## config.mk

```make
export PLATFORM = sky130hd
export DESIGN_NAME = timer_prescaler_top
export DESIGN_NICKNAME = d
export VERILOG_FILES = /design/src/timer_prescaler_pkg.sv /design/src/tick_path_if.sv /design/src/pin_edge_detect.sv /design/src/shared_divider.sv /design/src/timer_prescaler_top.sv
export VERILOG_INCLUDE_DIRS = /design/src
export SDC_FILE = /design/constraint.sdc
export NUM_CORES = 1
export LEC_CHECK = 0
export BUFFER_PORTS_ARGS = -buffer_cell sky130_fd_sc_hd__buf_2
export CORE_MARGIN = 4
export CORE_UTILIZATION = 37
export DETAILED_ROUTE_END_ITERATION = 10
export GPL_ROUTABILITY_DRIVEN = 0
export HOLD_SLACK_MARGIN = 0.06
export PLACE_DENSITY = 0.73
export SETUP_SLACK_MARGIN = 0.1
export SYNTH_ARGS = -nofsm -noshare
export SYNTH_HDL_FRONTEND = slang
export SYNTH_SLANG_ARGS = --single-unit
```

## constraint.sdc

```tcl
create_clock -name clk_i -period 2.5 [get_ports clk_i]
set_input_delay 0.5 -clock clk_i [delete_from_list [all_inputs] [get_ports clk_i]]
set_output_delay 0.5 -clock clk_i [all_outputs]
set_load 0.05 [all_outputs]
```

## src/timer_prescaler_consts.svh

```systemverilog
// Constants for the shared timer prescaler: register offsets, fields,
// reset values and divider taps. Definitions only, no logic.
`ifndef TIMER_PRESCALER_CONSTS_SVH
`define TIMER_PRESCALER_CONSTS_SVH

// ------------------------------
// Register byte offsets
// ------------------------------
`define OFS_GENERAL_TIMER_CONTROL 8'h00
`define OFS_TICK_SOURCE_SELECT 8'h04
`define OFS_TIMER0_IRQ 8'h08
`define OFS_STATUS 8'h0C

// ------------------------------
// Field positions and reset values
// ------------------------------
`define BIT_SYNC_HOLD_MODE 7
`define BIT_ASYNC_DIVIDER_RESET 1
`define BIT_SYNC_DIVIDER_RESET 0
`define FLD_SELECT0_LSB 0
`define FLD_SELECT1_LSB 4
`define BIT_OVERFLOW_FLAG 0
`define BIT_OVERFLOW_IRQ_ENABLE 1
`define BIT_GLOBAL_IRQ_ENABLE 2
`define RST_GENERAL_TIMER_CONTROL 8'h00
`define RST_TICK_SOURCE_SELECT 6'h00

// ------------------------------
// Divider taps: low counter bits that must all be one
// ------------------------------
`define TAP_DIV8_BITS 3
`define TAP_DIV64_BITS 6
`define TAP_DIV256_BITS 8
`define TAP_DIV1024_BITS 10

`endif

```

## src/timer_prescaler_pkg.sv

```systemverilog
// Types shared by the prescaler, edge detector and top.
// Assumes the constants header is included where offsets are needed.
package timer_prescaler_pkg;

    // Tick source choices of one timer
    typedef enum logic [2:0] {
        SRC_STOP = 3'h0,
        SRC_DIRECT = 3'h1,
        SRC_DIV8 = 3'h2,
        SRC_DIV64 = 3'h3,
        SRC_DIV256 = 3'h4,
        SRC_DIV1024 = 3'h5,
        SRC_PIN_FALL = 3'h6,
        SRC_PIN_RISE = 3'h7
    } tick_source_type;

    // Bus slave handshake states
    typedef enum logic [0:0] {
        BUS_IDLE = 1'h0,
        BUS_ACK = 1'h1
    } bus_state_type;

endpackage : timer_prescaler_pkg

```

## src/tick_path_if.sv

```systemverilog
// Carrier between the top, the shared divider and the pin edge detector.
// Assumes all parties run on one clock.
`timescale 1ns/100ps
interface tick_path_if #(parameter int PINS = 2);
    logic divider_clear;
    logic [3:0] tap;
    logic [PINS-1:0] pin_rise;
    logic [PINS-1:0] pin_fall;
    logic [PINS-1:0] pin_level;

    // Divider side
    modport divider (input divider_clear, output tap);
    // Edge detector side
    modport edges (output pin_rise, output pin_fall, output pin_level);
    // Consumer side
    modport user (output divider_clear, input tap, input pin_rise,
        input pin_fall, input pin_level);
endinterface : tick_path_if

```

## src/pin_edge_detect.sv

```systemverilog
// Synchroniser and edge detector for the external count pins.
// Assumes pins change no faster than half the clock rate.
`timescale 1ns/100ps
module pin_edge_detect
    import timer_prescaler_pkg::*;
#(
    parameter int PINS = 2
)(
    // Clock and reset
    input wire logic clk_i,
    input wire logic rst_i,
    // Raw pins
    input wire logic [PINS-1:0] pin_i,
    // Edges out
    tick_path_if.edges path
);

    if (PINS < 1)
        $error("pin_edge_detect: PINS must be at least one");

    logic [PINS-1:0] meta_reg;
    logic [PINS-1:0] sync_reg;
    logic [PINS-1:0] prev_reg;

    // Sample each pin once per clock; first stage feeds only the second
    for (genvar p = 0; p < PINS; p++)
    begin : g_pin
        always_ff @(posedge clk_i)
        begin
            if (rst_i)
            begin
                meta_reg[p] <= 1'b0;
                sync_reg[p] <= 1'b0;
                prev_reg[p] <= 1'b0;
            end
            else
            begin
                meta_reg[p] <= pin_i[p];
                sync_reg[p] <= meta_reg[p];
                prev_reg[p] <= sync_reg[p];
            end
        end

        // One pulse per detected edge
        always_comb
        begin
            path.pin_rise[p] = sync_reg[p] & ~prev_reg[p];
            path.pin_fall[p] = ~sync_reg[p] & prev_reg[p];
            path.pin_level[p] = sync_reg[p];
        end
    end

endmodule : pin_edge_detect

```

## src/shared_divider.sv

```systemverilog
// Free-running divider giving one-cycle taps at /8, /64, /256, /1024.
// Assumes the clear input is a synchronous level from the top.
`timescale 1ns/100ps
module shared_divider
    import timer_prescaler_pkg::*;
#(
    parameter int WIDTH = 10
)(
    // Clock and reset
    input wire logic clk_i,
    input wire logic rst_i,
    // Taps and clear
    tick_path_if.divider path
);
`include "timer_prescaler_consts.svh"

    // Taps below need all of the widest tap's bits
    if (WIDTH < `TAP_DIV1024_BITS)
        $error("shared_divider: WIDTH too small for the /1024 tap");

    logic [WIDTH-1:0] count_reg;
    logic [WIDTH-1:0] count_next;

    // Counter runs regardless of any tick source choice
    always_comb
    begin
        count_next = count_reg + {{(WIDTH-1){1'b0}}, 1'b1};
        if (path.divider_clear)
            count_next = '0;
    end

    always_ff @(posedge clk_i)
    begin
        if (rst_i)
            count_reg <= '0;
        else
            count_reg <= count_next;
    end

    // Taps fire on the last count of each period; silent while cleared
    always_comb
    begin
        path.tap[0] = &count_reg[`TAP_DIV8_BITS-1:0];
        path.tap[1] = &count_reg[`TAP_DIV64_BITS-1:0];
        path.tap[2] = &count_reg[`TAP_DIV256_BITS-1:0];
        path.tap[3] = &count_reg[`TAP_DIV1024_BITS-1:0];
        if (path.divider_clear)
            path.tap = 4'h0;
    end

endmodule : shared_divider

```

## src/timer_prescaler_top.sv

```systemverilog
// Shared timer prescaler with external count pins and a Wishbone slave.
// Assumes a classic Wishbone master on clk_i and pins synchronous-ish.
//
// Notes on behaviour
// Overflow flag sets on overflow; cleared by vector or writing one.
// Overflow request only while global enable, overflow enable, flag set.
// Source select 1 ticks the timer every clock cycle while the sync divider reset bit is clear.
// Divider offers taps at /8, /64, /256, /1024, selectable per timer.
// Divider runs freely, shared, each timer has its own select.
// First prescaled tick comes 1 to N+1 cycles after enabling.
// Divider reset restarts the period for both timers.
// Count pin sampled every clock, synchronised, then edge detected.
// Select 7 ticks on rising pin edge, select 6 on falling.
// Pin edge reaches the tick output a few cycles later.
// Software switches pin sources only with the pin stable one cycle.
// External clock half periods must exceed one clock cycle.
// Pin ticks bypass the divider; no division applies to them.
// With hold mode set, written divider reset bits stay asserted.
// Writing hold mode zero clears both divider reset bits.
// Sync divider reset bit resets divider, self-clears unless held.
// Select 0 gives no tick; the timer stays stopped.
// Async divider reset self-clears likewise and is held in hold mode.
`timescale 1ns/100ps
module timer_prescaler_top
    import timer_prescaler_pkg::*;
#(
    parameter int DIVIDER_WIDTH = 10,
    parameter int TIMERS = 2
)(
    // Clock and reset
    input wire logic clk_i,
    input wire logic rst_i,
    // Wishbone slave
    input wire logic cyc_i,
    input wire logic stb_i,
    input wire logic we_i,
    input wire logic [7:0] adr_i,
    input wire logic [3:0] sel_i,
    input wire logic [31:0] dat_i,
    output logic [31:0] dat_o,
    output logic ack_o,
    // External count pins
    input wire logic count_pin_zero_i,
    input wire logic count_pin_one_i,
    // Timer 0 overflow events
    input wire logic timer0_overflow_i,
    input wire logic overflow_vector_taken_i,
    // Tick and control outputs
    output logic timer_zero_tick_o,
    output logic timer_one_tick_o,
    output logic async_divider_reset_o,
    output logic timer0_overflow_irq_o
);
`include "timer_prescaler_consts.svh"

    // ------------------------------
    // Elaboration checks
    // ------------------------------
    // Two select fields and two pins are laid out in the registers
    if (TIMERS != 2)
        $error("timer_prescaler_top: register layout serves two timers");

    // ------------------------------
    // Sub-blocks
    // ------------------------------
    tick_path_if #(.PINS(TIMERS)) path ();

    shared_divider #(
        .WIDTH(DIVIDER_WIDTH)
    ) u_divider (
        .clk_i(clk_i),
        .rst_i(rst_i),
        .path(path.divider)
    );

    pin_edge_detect #(
        .PINS(TIMERS)
    ) u_edges (
        .clk_i(clk_i),
        .rst_i(rst_i),
        .pin_i({count_pin_one_i, count_pin_zero_i}),
        .path(path.edges)
    );

    // ------------------------------
    // State
    // ------------------------------
    bus_state_type bus_reg;
    bus_state_type bus_next;
    logic [31:0] rdata_reg;
    logic [31:0] rdata_next;
    logic hold_reg;
    logic hold_next;
    logic async_rst_reg;
    logic async_rst_next;
    logic sync_rst_reg;
    logic sync_rst_next;
    tick_source_type select_reg [TIMERS];
    tick_source_type select_next [TIMERS];
    logic flag_reg;
    logic flag_next;
    logic ovf_en_reg;
    logic ovf_en_next;
    logic gie_reg;
    logic gie_next;
    logic irq_reg;
    logic irq_next;
    logic [TIMERS-1:0] tick_reg;
    logic [TIMERS-1:0] tick_next;

    logic access;
    logic wr_low;

    // ------------------------------
    // Bus decode
    // ------------------------------
    // Request taken once; ack then drops for a cycle
    always_comb
    begin
        access = cyc_i & stb_i & (bus_reg == BUS_IDLE);
        wr_low = access & we_i & sel_i[0];
    end

    // ------------------------------
    // Bus handshake and read data
    // ------------------------------
    // Unmapped offsets still ack, reading zero
    always_comb
    begin
        bus_next = BUS_IDLE;
        rdata_next = rdata_reg;
        if (access)
        begin
            bus_next = BUS_ACK;
            rdata_next = 32'h0000_0000;
            case (adr_i)
                `OFS_GENERAL_TIMER_CONTROL:
                begin
                    rdata_next[`BIT_SYNC_HOLD_MODE] = hold_reg;
                    rdata_next[`BIT_ASYNC_DIVIDER_RESET] = async_rst_reg;
                    rdata_next[`BIT_SYNC_DIVIDER_RESET] = sync_rst_reg;
                end
                `OFS_TICK_SOURCE_SELECT:
                begin
                    rdata_next[`FLD_SELECT0_LSB +: 3] = select_reg[0];
                    rdata_next[`FLD_SELECT1_LSB +: 3] = select_reg[1];
                end
                `OFS_TIMER0_IRQ:
                begin
                    rdata_next[`BIT_OVERFLOW_FLAG] = flag_reg;
                    rdata_next[`BIT_OVERFLOW_IRQ_ENABLE] = ovf_en_reg;
                    rdata_next[`BIT_GLOBAL_IRQ_ENABLE] = gie_reg;
                end
                `OFS_STATUS:
                begin
                    rdata_next[1:0] = path.pin_level;
                    rdata_next[5:4] = tick_reg;
                end
                default:
                begin
                    rdata_next = 32'h0000_0000;
                end
            endcase
        end
    end

    always_ff @(posedge clk_i)
    begin
        if (rst_i)
        begin
            bus_reg <= BUS_IDLE;
            rdata_reg <= 32'h0000_0000;
        end
        else
        begin
            bus_reg <= bus_next;
            rdata_reg <= rdata_next;
        end
    end

    // ------------------------------
    // General timer control: hold mode and divider resets
    // ------------------------------
    // Reset bits self-clear one cycle after any write unless held
    always_comb
    begin
        hold_next = hold_reg;
        async_rst_next = async_rst_reg;
        sync_rst_next = sync_rst_reg;
        if (!hold_reg)
        begin
            async_rst_next = 1'b0;
            sync_rst_next = 1'b0;
        end
        if (wr_low && adr_i == `OFS_GENERAL_TIMER_CONTROL)
        begin
            hold_next = dat_i[`BIT_SYNC_HOLD_MODE];
            // A written one always lasts at least one cycle
            async_rst_next = dat_i[`BIT_ASYNC_DIVIDER_RESET];
            sync_rst_next = dat_i[`BIT_SYNC_DIVIDER_RESET];
        end
    end

    always_ff @(posedge clk_i)
    begin
        if (rst_i)
        begin
            hold_reg <= 1'b0;
            async_rst_reg <= 1'b0;
            sync_rst_reg <= 1'b0;
        end
        else
        begin
            hold_reg <= hold_next;
            async_rst_reg <= async_rst_next;
            sync_rst_reg <= sync_rst_next;
        end
    end

    // One clear for the shared divider serves both timers
    assign path.divider_clear = sync_rst_reg;

    // ------------------------------
    // Tick source selects
    // ------------------------------
    always_comb
    begin
        select_next = select_reg;
        if (wr_low && adr_i == `OFS_TICK_SOURCE_SELECT)
        begin
            select_next[0] = tick_source_type'(dat_i[`FLD_SELECT0_LSB +: 3]);
            select_next[1] = tick_source_type'(dat_i[`FLD_SELECT1_LSB +: 3]);
        end
    end

    always_ff @(posedge clk_i)
    begin
        if (rst_i)
        begin
            select_reg[0] <= SRC_STOP;
            select_reg[1] <= SRC_STOP;
        end
        else
        begin
            select_reg <= select_next;
        end
    end

    // ------------------------------
    // Per-timer tick selection
    // ------------------------------
    // Each timer reads the same taps; the divider never sees the selects
    for (genvar t = 0; t < TIMERS; t++)
    begin : g_tick
        always_comb
        begin
            case (select_reg[t])
                SRC_STOP: tick_next[t] = 1'b0;
                SRC_DIRECT: tick_next[t] = 1'b1;
                SRC_DIV8: tick_next[t] = path.tap[0];
                SRC_DIV64: tick_next[t] = path.tap[1];
                SRC_DIV256: tick_next[t] = path.tap[2];
                SRC_DIV1024: tick_next[t] = path.tap[3];
                SRC_PIN_FALL: tick_next[t] = path.pin_fall[t];
                SRC_PIN_RISE: tick_next[t] = path.pin_rise[t];
                default: tick_next[t] = 1'b0;
            endcase
            // Held divider halts every prescaled timer
            if (sync_rst_reg && select_reg[t] != SRC_PIN_FALL
                && select_reg[t] != SRC_PIN_RISE
                && select_reg[t] != SRC_STOP)
                tick_next[t] = 1'b0;
        end
    end

    // Registered ticks; pin path adds sync, detect and this stage
    always_ff @(posedge clk_i)
    begin
        if (rst_i)
            tick_reg <= '0;
        else
            tick_reg <= tick_next;
    end

    // ------------------------------
    // Timer 0 overflow flag and interrupt request
    // ------------------------------
    // A new overflow in the clearing cycle wins, so none is lost
    always_comb
    begin
        flag_next = flag_reg;
        ovf_en_next = ovf_en_reg;
        gie_next = gie_reg;
        if (overflow_vector_taken_i)
            flag_next = 1'b0;
        if (wr_low && adr_i == `OFS_TIMER0_IRQ)
        begin
            if (dat_i[`BIT_OVERFLOW_FLAG])
                flag_next = 1'b0;
            ovf_en_next = dat_i[`BIT_OVERFLOW_IRQ_ENABLE];
            gie_next = dat_i[`BIT_GLOBAL_IRQ_ENABLE];
        end
        if (timer0_overflow_i)
            flag_next = 1'b1;
        irq_next = gie_next & ovf_en_next & flag_next;
    end

    always_ff @(posedge clk_i)
    begin
        if (rst_i)
        begin
            flag_reg <= 1'b0;
            ovf_en_reg <= 1'b0;
            gie_reg <= 1'b0;
            irq_reg <= 1'b0;
        end
        else
        begin
            flag_reg <= flag_next;
            ovf_en_reg <= ovf_en_next;
            gie_reg <= gie_next;
            irq_reg <= irq_next;
        end
    end

    // ------------------------------
    // Outputs, all straight from flip-flops
    // ------------------------------
    always_comb
    begin
        dat_o = rdata_reg;
        ack_o = (bus_reg == BUS_ACK);
        timer_zero_tick_o = tick_reg[0];
        timer_one_tick_o = tick_reg[1];
        async_divider_reset_o = async_rst_reg;
        timer0_overflow_irq_o = irq_reg;
    end

endmodule : timer_prescaler_top
```

Word-level counts from Yosys, hierarchy flattened

Cells that the tools add are included.

Register bits: 39
Input port bits: 53
Output and inout port bits: 37
Word-level logic and storage cells: 97

Add/sub/neg operators: 1
Equality and inequality tests: 22
Mux-type cells: 18
Bitwise operators: 15
Reductions and logical operators: 21

Operators by type and width:

| operator                                                                | count |
|---|---|
| 3-bit == test, second input constant                                    | 8 |
| 8-bit by 4-bit == test with 1-bit output, second input constant         | 2 |
| 1-bit case mux with 8 select lines                                      | 2 |
| 3-bit by 2-bit == test with 1-bit output, second input constant         | 4 |
| 1-bit two-way mux                                                       | 12 |
| 3-bit inequality test, second input constant                            | 4 |
| 10-bit by 1-bit adder with 10-bit output, second input constant         | 1 |
| 1-bit AND                                                               | 10 |
| 10-bit AND reduction                                                    | 1 |
| 1-bit logical AND                                                       | 9 |
| 8-bit by 3-bit == test with 1-bit output, second input constant         | 1 |
| 8-bit logical NOT                                                       | 1 |
| 2-bit case mux with 4 select lines                                      | 1 |
| 8-bit AND reduction                                                     | 1 |
| 3-bit by 1-bit == test with 1-bit output, second input constant         | 2 |
| 3-bit logical NOT                                                       | 2 |
| 6-bit AND reduction                                                     | 1 |
| 3-bit nonzero test                                                      | 2 |
| 2-bit OR reduction                                                      | 3 |
| 1-bit NOT                                                               | 5 |
| 4-bit two-way mux                                                       | 1 |
| 2-bit case mux with 2 select lines                                      | 1 |
| 3-bit AND reduction                                                     | 1 |
| 2-bit by 1-bit inequality test with 1-bit output, second input constant | 1 |
| 1-bit case mux with 2 select lines                                      | 1 |

Longest topological paths before layout

Gate-level depths: netlist (run 1).

Depth in word-level cells: 8
Gate-level depth with buffers: 6
Gate-level depth less buffers: 6

Hierarchy

From an unflattened synthesis (run 1), not the netlist that was laid out.

Cells, all modules: 217
Area total of the unflattened synthesis: 1960.6 sq um

By module, submodules not included:

| module              | instances | cells an instance | area an instance (sq um) | sequential area each (sq um) |
|---|---|---|---|---|
| timer_prescaler_top | 1         | 151               | 1323.8                   | 460.4 |
| shared_divider      | 1         | 50                | 454.2                    | 200.2 |
| pin_edge_detect     | 1         | 16                | 182.7                    | 120.1 |

Least setup slack after synthesis (run 1)

Ideal clock, no wire load.

Path type: input to register
Start: in adr_i[5]
End: reg select_reg[0] (netlist bit)
Library setup time: 0.128 ns
Arrival: 1.457 ns
Required time: 2.372 ns
Path slack: 0.916 ns
Cell stages on the path: 5
Path buffers: 1
Path through: nor4_4 -> and4_1 -> buf_4 -> mux2i_1 -> nor2_1

Longest elaborated chain between the ends: 2

RTL lines:

| item                                     | line                       | source |
|---|---|---|
| start, declared                          | timer_prescaler_top.sv:37  | `input wire logic [7:0] adr_i,` |
| 8-bit by 3-bit == test with 1-bit output | --                         |  |
| 1-bit logical AND (no source line)       | --                         |  |
| end signal, assigned                     | timer_prescaler_top.sv:245 | `select_reg <= select_next;` |
| end, declared                            | timer_prescaler_top.sv:98  | `tick_source_type select_reg [TIMERS];` |

No other way between the ends.
A chain may end at the register's enable or synchronous reset.

Worst setup path after layout (run 1)

Start: in adr_i[5]
End: reg select_reg[5] (netlist bit)

The elaborated chain is that of the path after synthesis.

==> results of run 1 <==
==> logic make-up (layout without fill, tap and decap cells) <==
logic type	after synthesis	in the layout	synth area share, %
muxes	11	11	7.17
and+or+nand+nor	90	90	26.0
DFF	39	39	39.2
buffers and inverters	42	51	13.9
other	1	25	0.188
adders and majority gates	2	2	1.26
xor gates and xnor gates	5	5	2.20
AOI/OAI and AO/OA	32	32	10.1
==> layout make-up <==
cell class	instances	area, sq um	area share, %
multi-input cells	165	1020	46.9
flip-flops and latches	39	781	35.8
repair buffers	36	180	8.27
well taps	70	87.6	4.02
clock buffers	7	76.3	3.50
inverters	7	26.3	1.21
clock inverters	1	5.00	0.230
==> cell usage in the layout (no fill, tap or decap), types with 2 or more instances in the layout <==
cell / count
o21ai_0: 3
nor2b_1: 5
nand3_1: 10
mux4_1: 2
buf_2: 36
xor2_1: 2
and4_1: 2
xnor2_1: 3
nand3b_1: 4
or3_1: 3
nor2_1: 30
nand4b_1: 2
clkbuf_1: 2
dfxtp_1: 39
a32oi_1: 3
nor3_1: 2
a22oi_1: 2
conb_1: 25
a21oi_1: 17
nand2_1: 16
clkbuf_8: 5
ha_1: 2
mux2i_1: 9
inv_1: 7
==> worst max-delay path: stages <==
cell	delay (ns)
buf_2	0.11
nor4_4	0.40
and4_1	0.51
mux2i_1	0.25
nor2_1	0.06
==> power by group <==
part	internal (W)	switching, W	total, W
Clock	0.000196	0.000209	0.000404
Sequential	0.000631	0.00000598	0.000637
Combinational	0.0000318	0.000122	0.000154
==> routing by layer <==
layer	vias to the layer above	wire, microns	global-route usage [%]
met4	0	106	8.11
met1	736	1810	16.0
li1	787	-	-
met2	54	1750	19.5
met5	-	0	0
met3	9	257	2.66
==> final timing paths <==
| kind | endpoint | startpoint | slack (ns) |
|---|---|---|---|
| worst max register to register | tick_reg[1] | u_divider.count_reg[0] | 0.86 |
| worst min-delay path | u_edges.meta_reg[0] | count_pin_zero_i | 0.41 |
| worst max-delay path | select_reg[5] | adr_i[5] | 0.83 |
| worst min register to register | u_edges.path.pin_level[1] | u_edges.meta_reg[1] | 0.44 |
==> stage by stage <==
stage	hold WS, ns	util [%]	instance area [sq um]	worst slack [ns]
after floorplan	0.414	-	2080	0.916
after global placement	0.418	40.5	2100	0.552
after detailed placement	0.428	40.5	2100	0.522
after CTS	0.398	42.1	2180	0.826
after global routing	0.414	42.1	2180	0.686
final	0.414	42.1	2180	0.829
==> flow_metrics.py, run 1 <==
metrics = {
    "yosys": {
        "synth_commonest_cells": "dfxtp_1, nor2_1, buf_4",
        "yosys_warnings": 0,
        "yosysMostFrequentCell": "dfxtp_1",
        "async_reset_ff_share_pct": 0,
        "ys_seq_area_share_pct": 39.2,
        "synth_edf_count": 0,
        "ys_top_cells_by_area": "dfxtp_1, buf_4, nor2_1",
        "synth_cell_types": 50,
        "yosysTopAreaCell": "dfxtp_1",
        "synth_cells": 222,
        "ys.flop_type": "dfxtp_1",
        "synth_top_area_share_pct": 39.2,
        "syn_area_per_cell_sq_um": 8.96,
        "syn_area_sq_um": 1990,
        "ys_seq_elements": 39,
    },
    "routing": {
        "vias": 1586,
        "drc": 0,
        "drtIter0Drc": 43,
        "detail_route.first_pass.iterations": 4,
        "ant_nets": 0,
        "viasPerCell": 4.88,
        "post_drt_wl_per_cell_microns": 12.1,
        "drt-total-wl_mm": 3.92,
    },
    "layout": {
        "antenna_cells": 0,
        "n_fill_cell": 537,
        "fin_cells": 325,
        "nets": 309,
        "largest_reg_flops": 10,
        "final_layout_size_suffix_gt1_share_pct": 20.4,
        "syn_to_final_growth_pct": 9.50,
    },
    "place": {
        "port_buffers": 36,
        "dpl.cell_count": 317,
        "hpwl_mm": 2.92,
    },
    "clock_network": {
        "root_buffer": "clkbuf_8",
        "htree_levels": 2,
        "clk_latency_ns": 0.29,
        "cts_buffers": 5,
        "ctsResizeCount": 0,
        "cts_buffer_depth": 2,
        "path_clk_slew_ns": 0.07,
        "tritoncts": "done",
        "hold_buffers": 0,
        "cts_setup_buffers": 0,
        "clock-sinks": 39,
    },
    "setup_path": {
        "cp.required_ns": 2.66,
        "r2r_cells": 5,
        "worstSetupPathType": "in2reg",
        "startpoint_type": "input pin",
        "cp.arrival_ns": 1.83,
        "cp_max_fo": 6,
        "endpoint_kind": "register",
    },
    "hold_path": {
        "hp-class": "in2reg",
        "hold_depth": 2,
    },
    "global_routing": {
        "grt_pass1_vias": 1435,
        "grt_max_degree": 32,
        "grt.total_usage_pct": 12.7,
        "antenna_found_initial": 0,
        "grt_overflow_total": 0,
        "grt_first_pass_wirelength_mm": 6.40,
    },
    "die": {
        "dieArea_sq_um": 6610,
        "dieWidth_microns": 81.3,
        "start_util_pct": 38.5,
        "core_area_sq_um": 5170,
        "fp.dieH_microns": 81.3,
        "io_pins": 90,
        "rows": 26,
    },
    "sta": {
        "hold_viol_final": 0,
        "drv_slew": 0,
        "finClkSkew_ns": 0.00387,
        "rsz0062_at_grt": "false",
        "max_freq_mhz": 598,
        "setup-violations-final": 0,
        "slew_headroom_pct": 63.5,
        "fin_crit_ns": 1.67,
        "tightestPinTransition_ns": 0.547,
        "finalSetupTns_ns": 0,
        "fin_crit_sh_pct": 66.8,
    },
    "pwr": {
        "peakVddDrop_v": 0.000232,
        "power_density_nw_per_um2": 549,
        "power.leakage_nw": 0.888,
        "p_total_w": 0.00119,
    },
    "flow_run": {
        "maxCapViolations": 0,
    },
    "run_status": {
        "outcome": "finished, final reports clean",
    },
}
Power figures use the tool's default switching activity.
==> inputs of run 2 (changes only) <==
Settings changed: PLACE_DENSITY 0.73 to 0.76.
Clock period 2.5 ns to 1.5 ns, I/O delays scaled along.
==> flow_metrics.py, run 2 (same netlist as run 1, synthesis figures left out) <==
metrics = {
    "die": {
        "dieWidth_microns": 81.3,
        "dieArea_sq_um": 6610,
        "fp.dieH_microns": 81.3,
        "rows": 26,
        "start_util_pct": 38.5,
        "core_area_sq_um": 5170,
        "io_pins": 90,
    },
    "setup_path": {
        "cp_max_fo": 3,
        "startpoint_type": "register",
        "endpoint_kind": "register",
        "cp.required_ns": 1.68,
        "path_cells": "ha_4 > ha_1 > nor4bb_1 > a21oi_1 > a21oi_1 > o311a_1",
        "path_common_cell": "a21oi_1",
        "cpPeakStageDelay_ns": 0.34,
        "slowest_stage": "dfxtp_2",
        "cp.arrival_ns": 1.63,
        "worstSetupPathType": "reg2reg",
    },
    "global_routing": {
        "grt.total_usage_pct": 12.9,
        "grt_max_degree": 18,
        "grt_first_pass_wirelength_mm": 6.75,
        "grt_use_met2_pct": 21.7,
        "grt.busiest_layer": "met2",
        "use_met3_pct": 3.10,
        "grt_overflow_total": 0,
        "gr-usage-met1_pct": 15.8,
        "antenna_found_initial": 0,
        "grt_pass1_vias": 1507,
    },
    "sta": {
        "whs_ns": 0.222,
        "finalSetupTns_ns": 0,
        "fin_crit_ns": 1.44,
        "hold_viol_final": 0,
        "rsz0062_at_grt": "true",
        "drv_slew": 0,
        "setup-violations-final": 0,
        "finClkSkew_ns": 0.00625,
        "fin_crit_sh_pct": 96.3,
        "max_freq_mhz": 692,
    },
    "clock_network": {
        "clock-sinks": 39,
        "cts_buffers": 5,
        "htree_levels": 2,
        "path_clk_slew_ns": 0.08,
        "cts_buffer_depth": 2,
        "tritoncts": "done",
        "root_buffer": "clkbuf_8",
        "clk_latency_ns": 0.29,
    },
    "pwr": {
        "p_int_w": 0.00166,
        "peakVddDrop_v": 0.000506,
        "power.share.clock_pct": 40.1,
        "power.leakage_nw": 1.01,
        "p_sw_w": 0.000586,
        "power_density_nw_per_um2": 935,
        "seqPwrFrac_pct": 47.3,
        "p_sw_share_pct": 26.1,
        "combinationalPowerShare_pct": 12.6,
    },
    "place": {
        "hpwl_mm": 3.13,
        "port_buffers": 36,
    },
    "routing": {
        "viasPerCell": 4.82,
        "vias": 1638,
        "ant_nets": 0,
        "drtIter0Drc": 83,
        "drc": 0,
        "drt-total-wl_mm": 4.12,
        "post_drt_wl_per_cell_microns": 12.1,
        "detail_route.first_pass.iterations": 4,
    },
    "flow_run": {
        "maxCapViolations": 0,
    },
    "layout": {
        "n_fill_cell": 503,
        "final_cell_mix": "dfxtp_1, buf_2, nor2_1",
        "nets": 324,
        "regArea_sq_um": 785,
        "largest_reg_flops": 10,
        "fin_util_pct": 46.5,
        "syn_to_final_growth_pct": 20.9,
        "multiInputGateArea_sq_um": 1080,
        "antenna_cells": 0,
        "final_layout_size_suffix_gt1_share_pct": 28.9,
    },
    "hold_path": {
        "hp-class": "in2reg",
    },
    "run_status": {
        "outcome": "finished, final reports clean",
    },
}
## run 2: cell types whose count changed in the layout (fill, tap and decap cells not counted), sizes merged
cell    change
clkbuf      -1
bufinv      +1
buf        +15
## run 2: cell type report
class / instances / area share [%]
sequential: 39 / 32.6
tap: 70 / 3.64
clock buffer: 6 / 3.43
timing repair buffer: 51 / 13.0
clock inverter: 2 / 1.46
multi-input combinational: 165 / 44.7
inverter: 7 / 1.09
## run 2: what timing repair did
action | CTS | global route
hold buffers | 0 | 0
endpoints found under the setup margin | 3 | 10
buffers inserted | 2 | 1
resized for setup | 0 | 10
pin swaps | 1 | 3
## run 2: worst max-delay path, delay by kind of cell (launching register included)
kind	cells	cell delay, ns
AO/OA/AOI/OAI	3	0.49
adder cells (fa/ha/maj)	2	0.38
flip-flops	1	0.34
AND/OR/NAND/NOR	1	0.13
## run 2: metrics by stage
stage                     cells  setup WS [ns]  power, W  area (sq um)
after global placement      329        -0.0548   0.00135          2220
after CTS                   339         0.0534   0.00226          2350
after global routing        340        -0.0189   0.00232          2400
after floorplan             246          0.101   0.00135          2100
final                       340         0.0554   0.00225          2400
after detailed placement    329        -0.0441   0.00136          2220
## run 2: path summary, 6_finish.rpt
path	from	to	slack, ns	cells after the start
max	u_divider.count_reg[1]	tick_reg[1]	0.06	6
min	count_pin_one_i	u_edges.meta_reg[1]	0.22	2
min reg2reg	u_edges.meta_reg[0]	u_edges.path.pin_level[0]	0.44	1
max reg2reg	u_divider.count_reg[1]	tick_reg[1]	0.06	6
## run 2: per-layer routing
metal  vias up  share of wire [%]
met2        48                 49
li1        815                  -
met3         7                6.6
met5         -                  0
met1       768                 43
met4         0                1.4
## run 2: power by group through the flow
stage | registers (W) | clock network [W] | logic, W
floorplan | 0.00109 | 0 | 0.000261
global placement | 0.00109 | 0 | 0.000265
detailed placement | 0.00109 | 0 | 0.000272
CTS | 0.00106 | 0.000916 | 0.000279
global route | 0.00107 | 0.000951 | 0.000302
finish | 0.00106 | 0.000901 | 0.000282
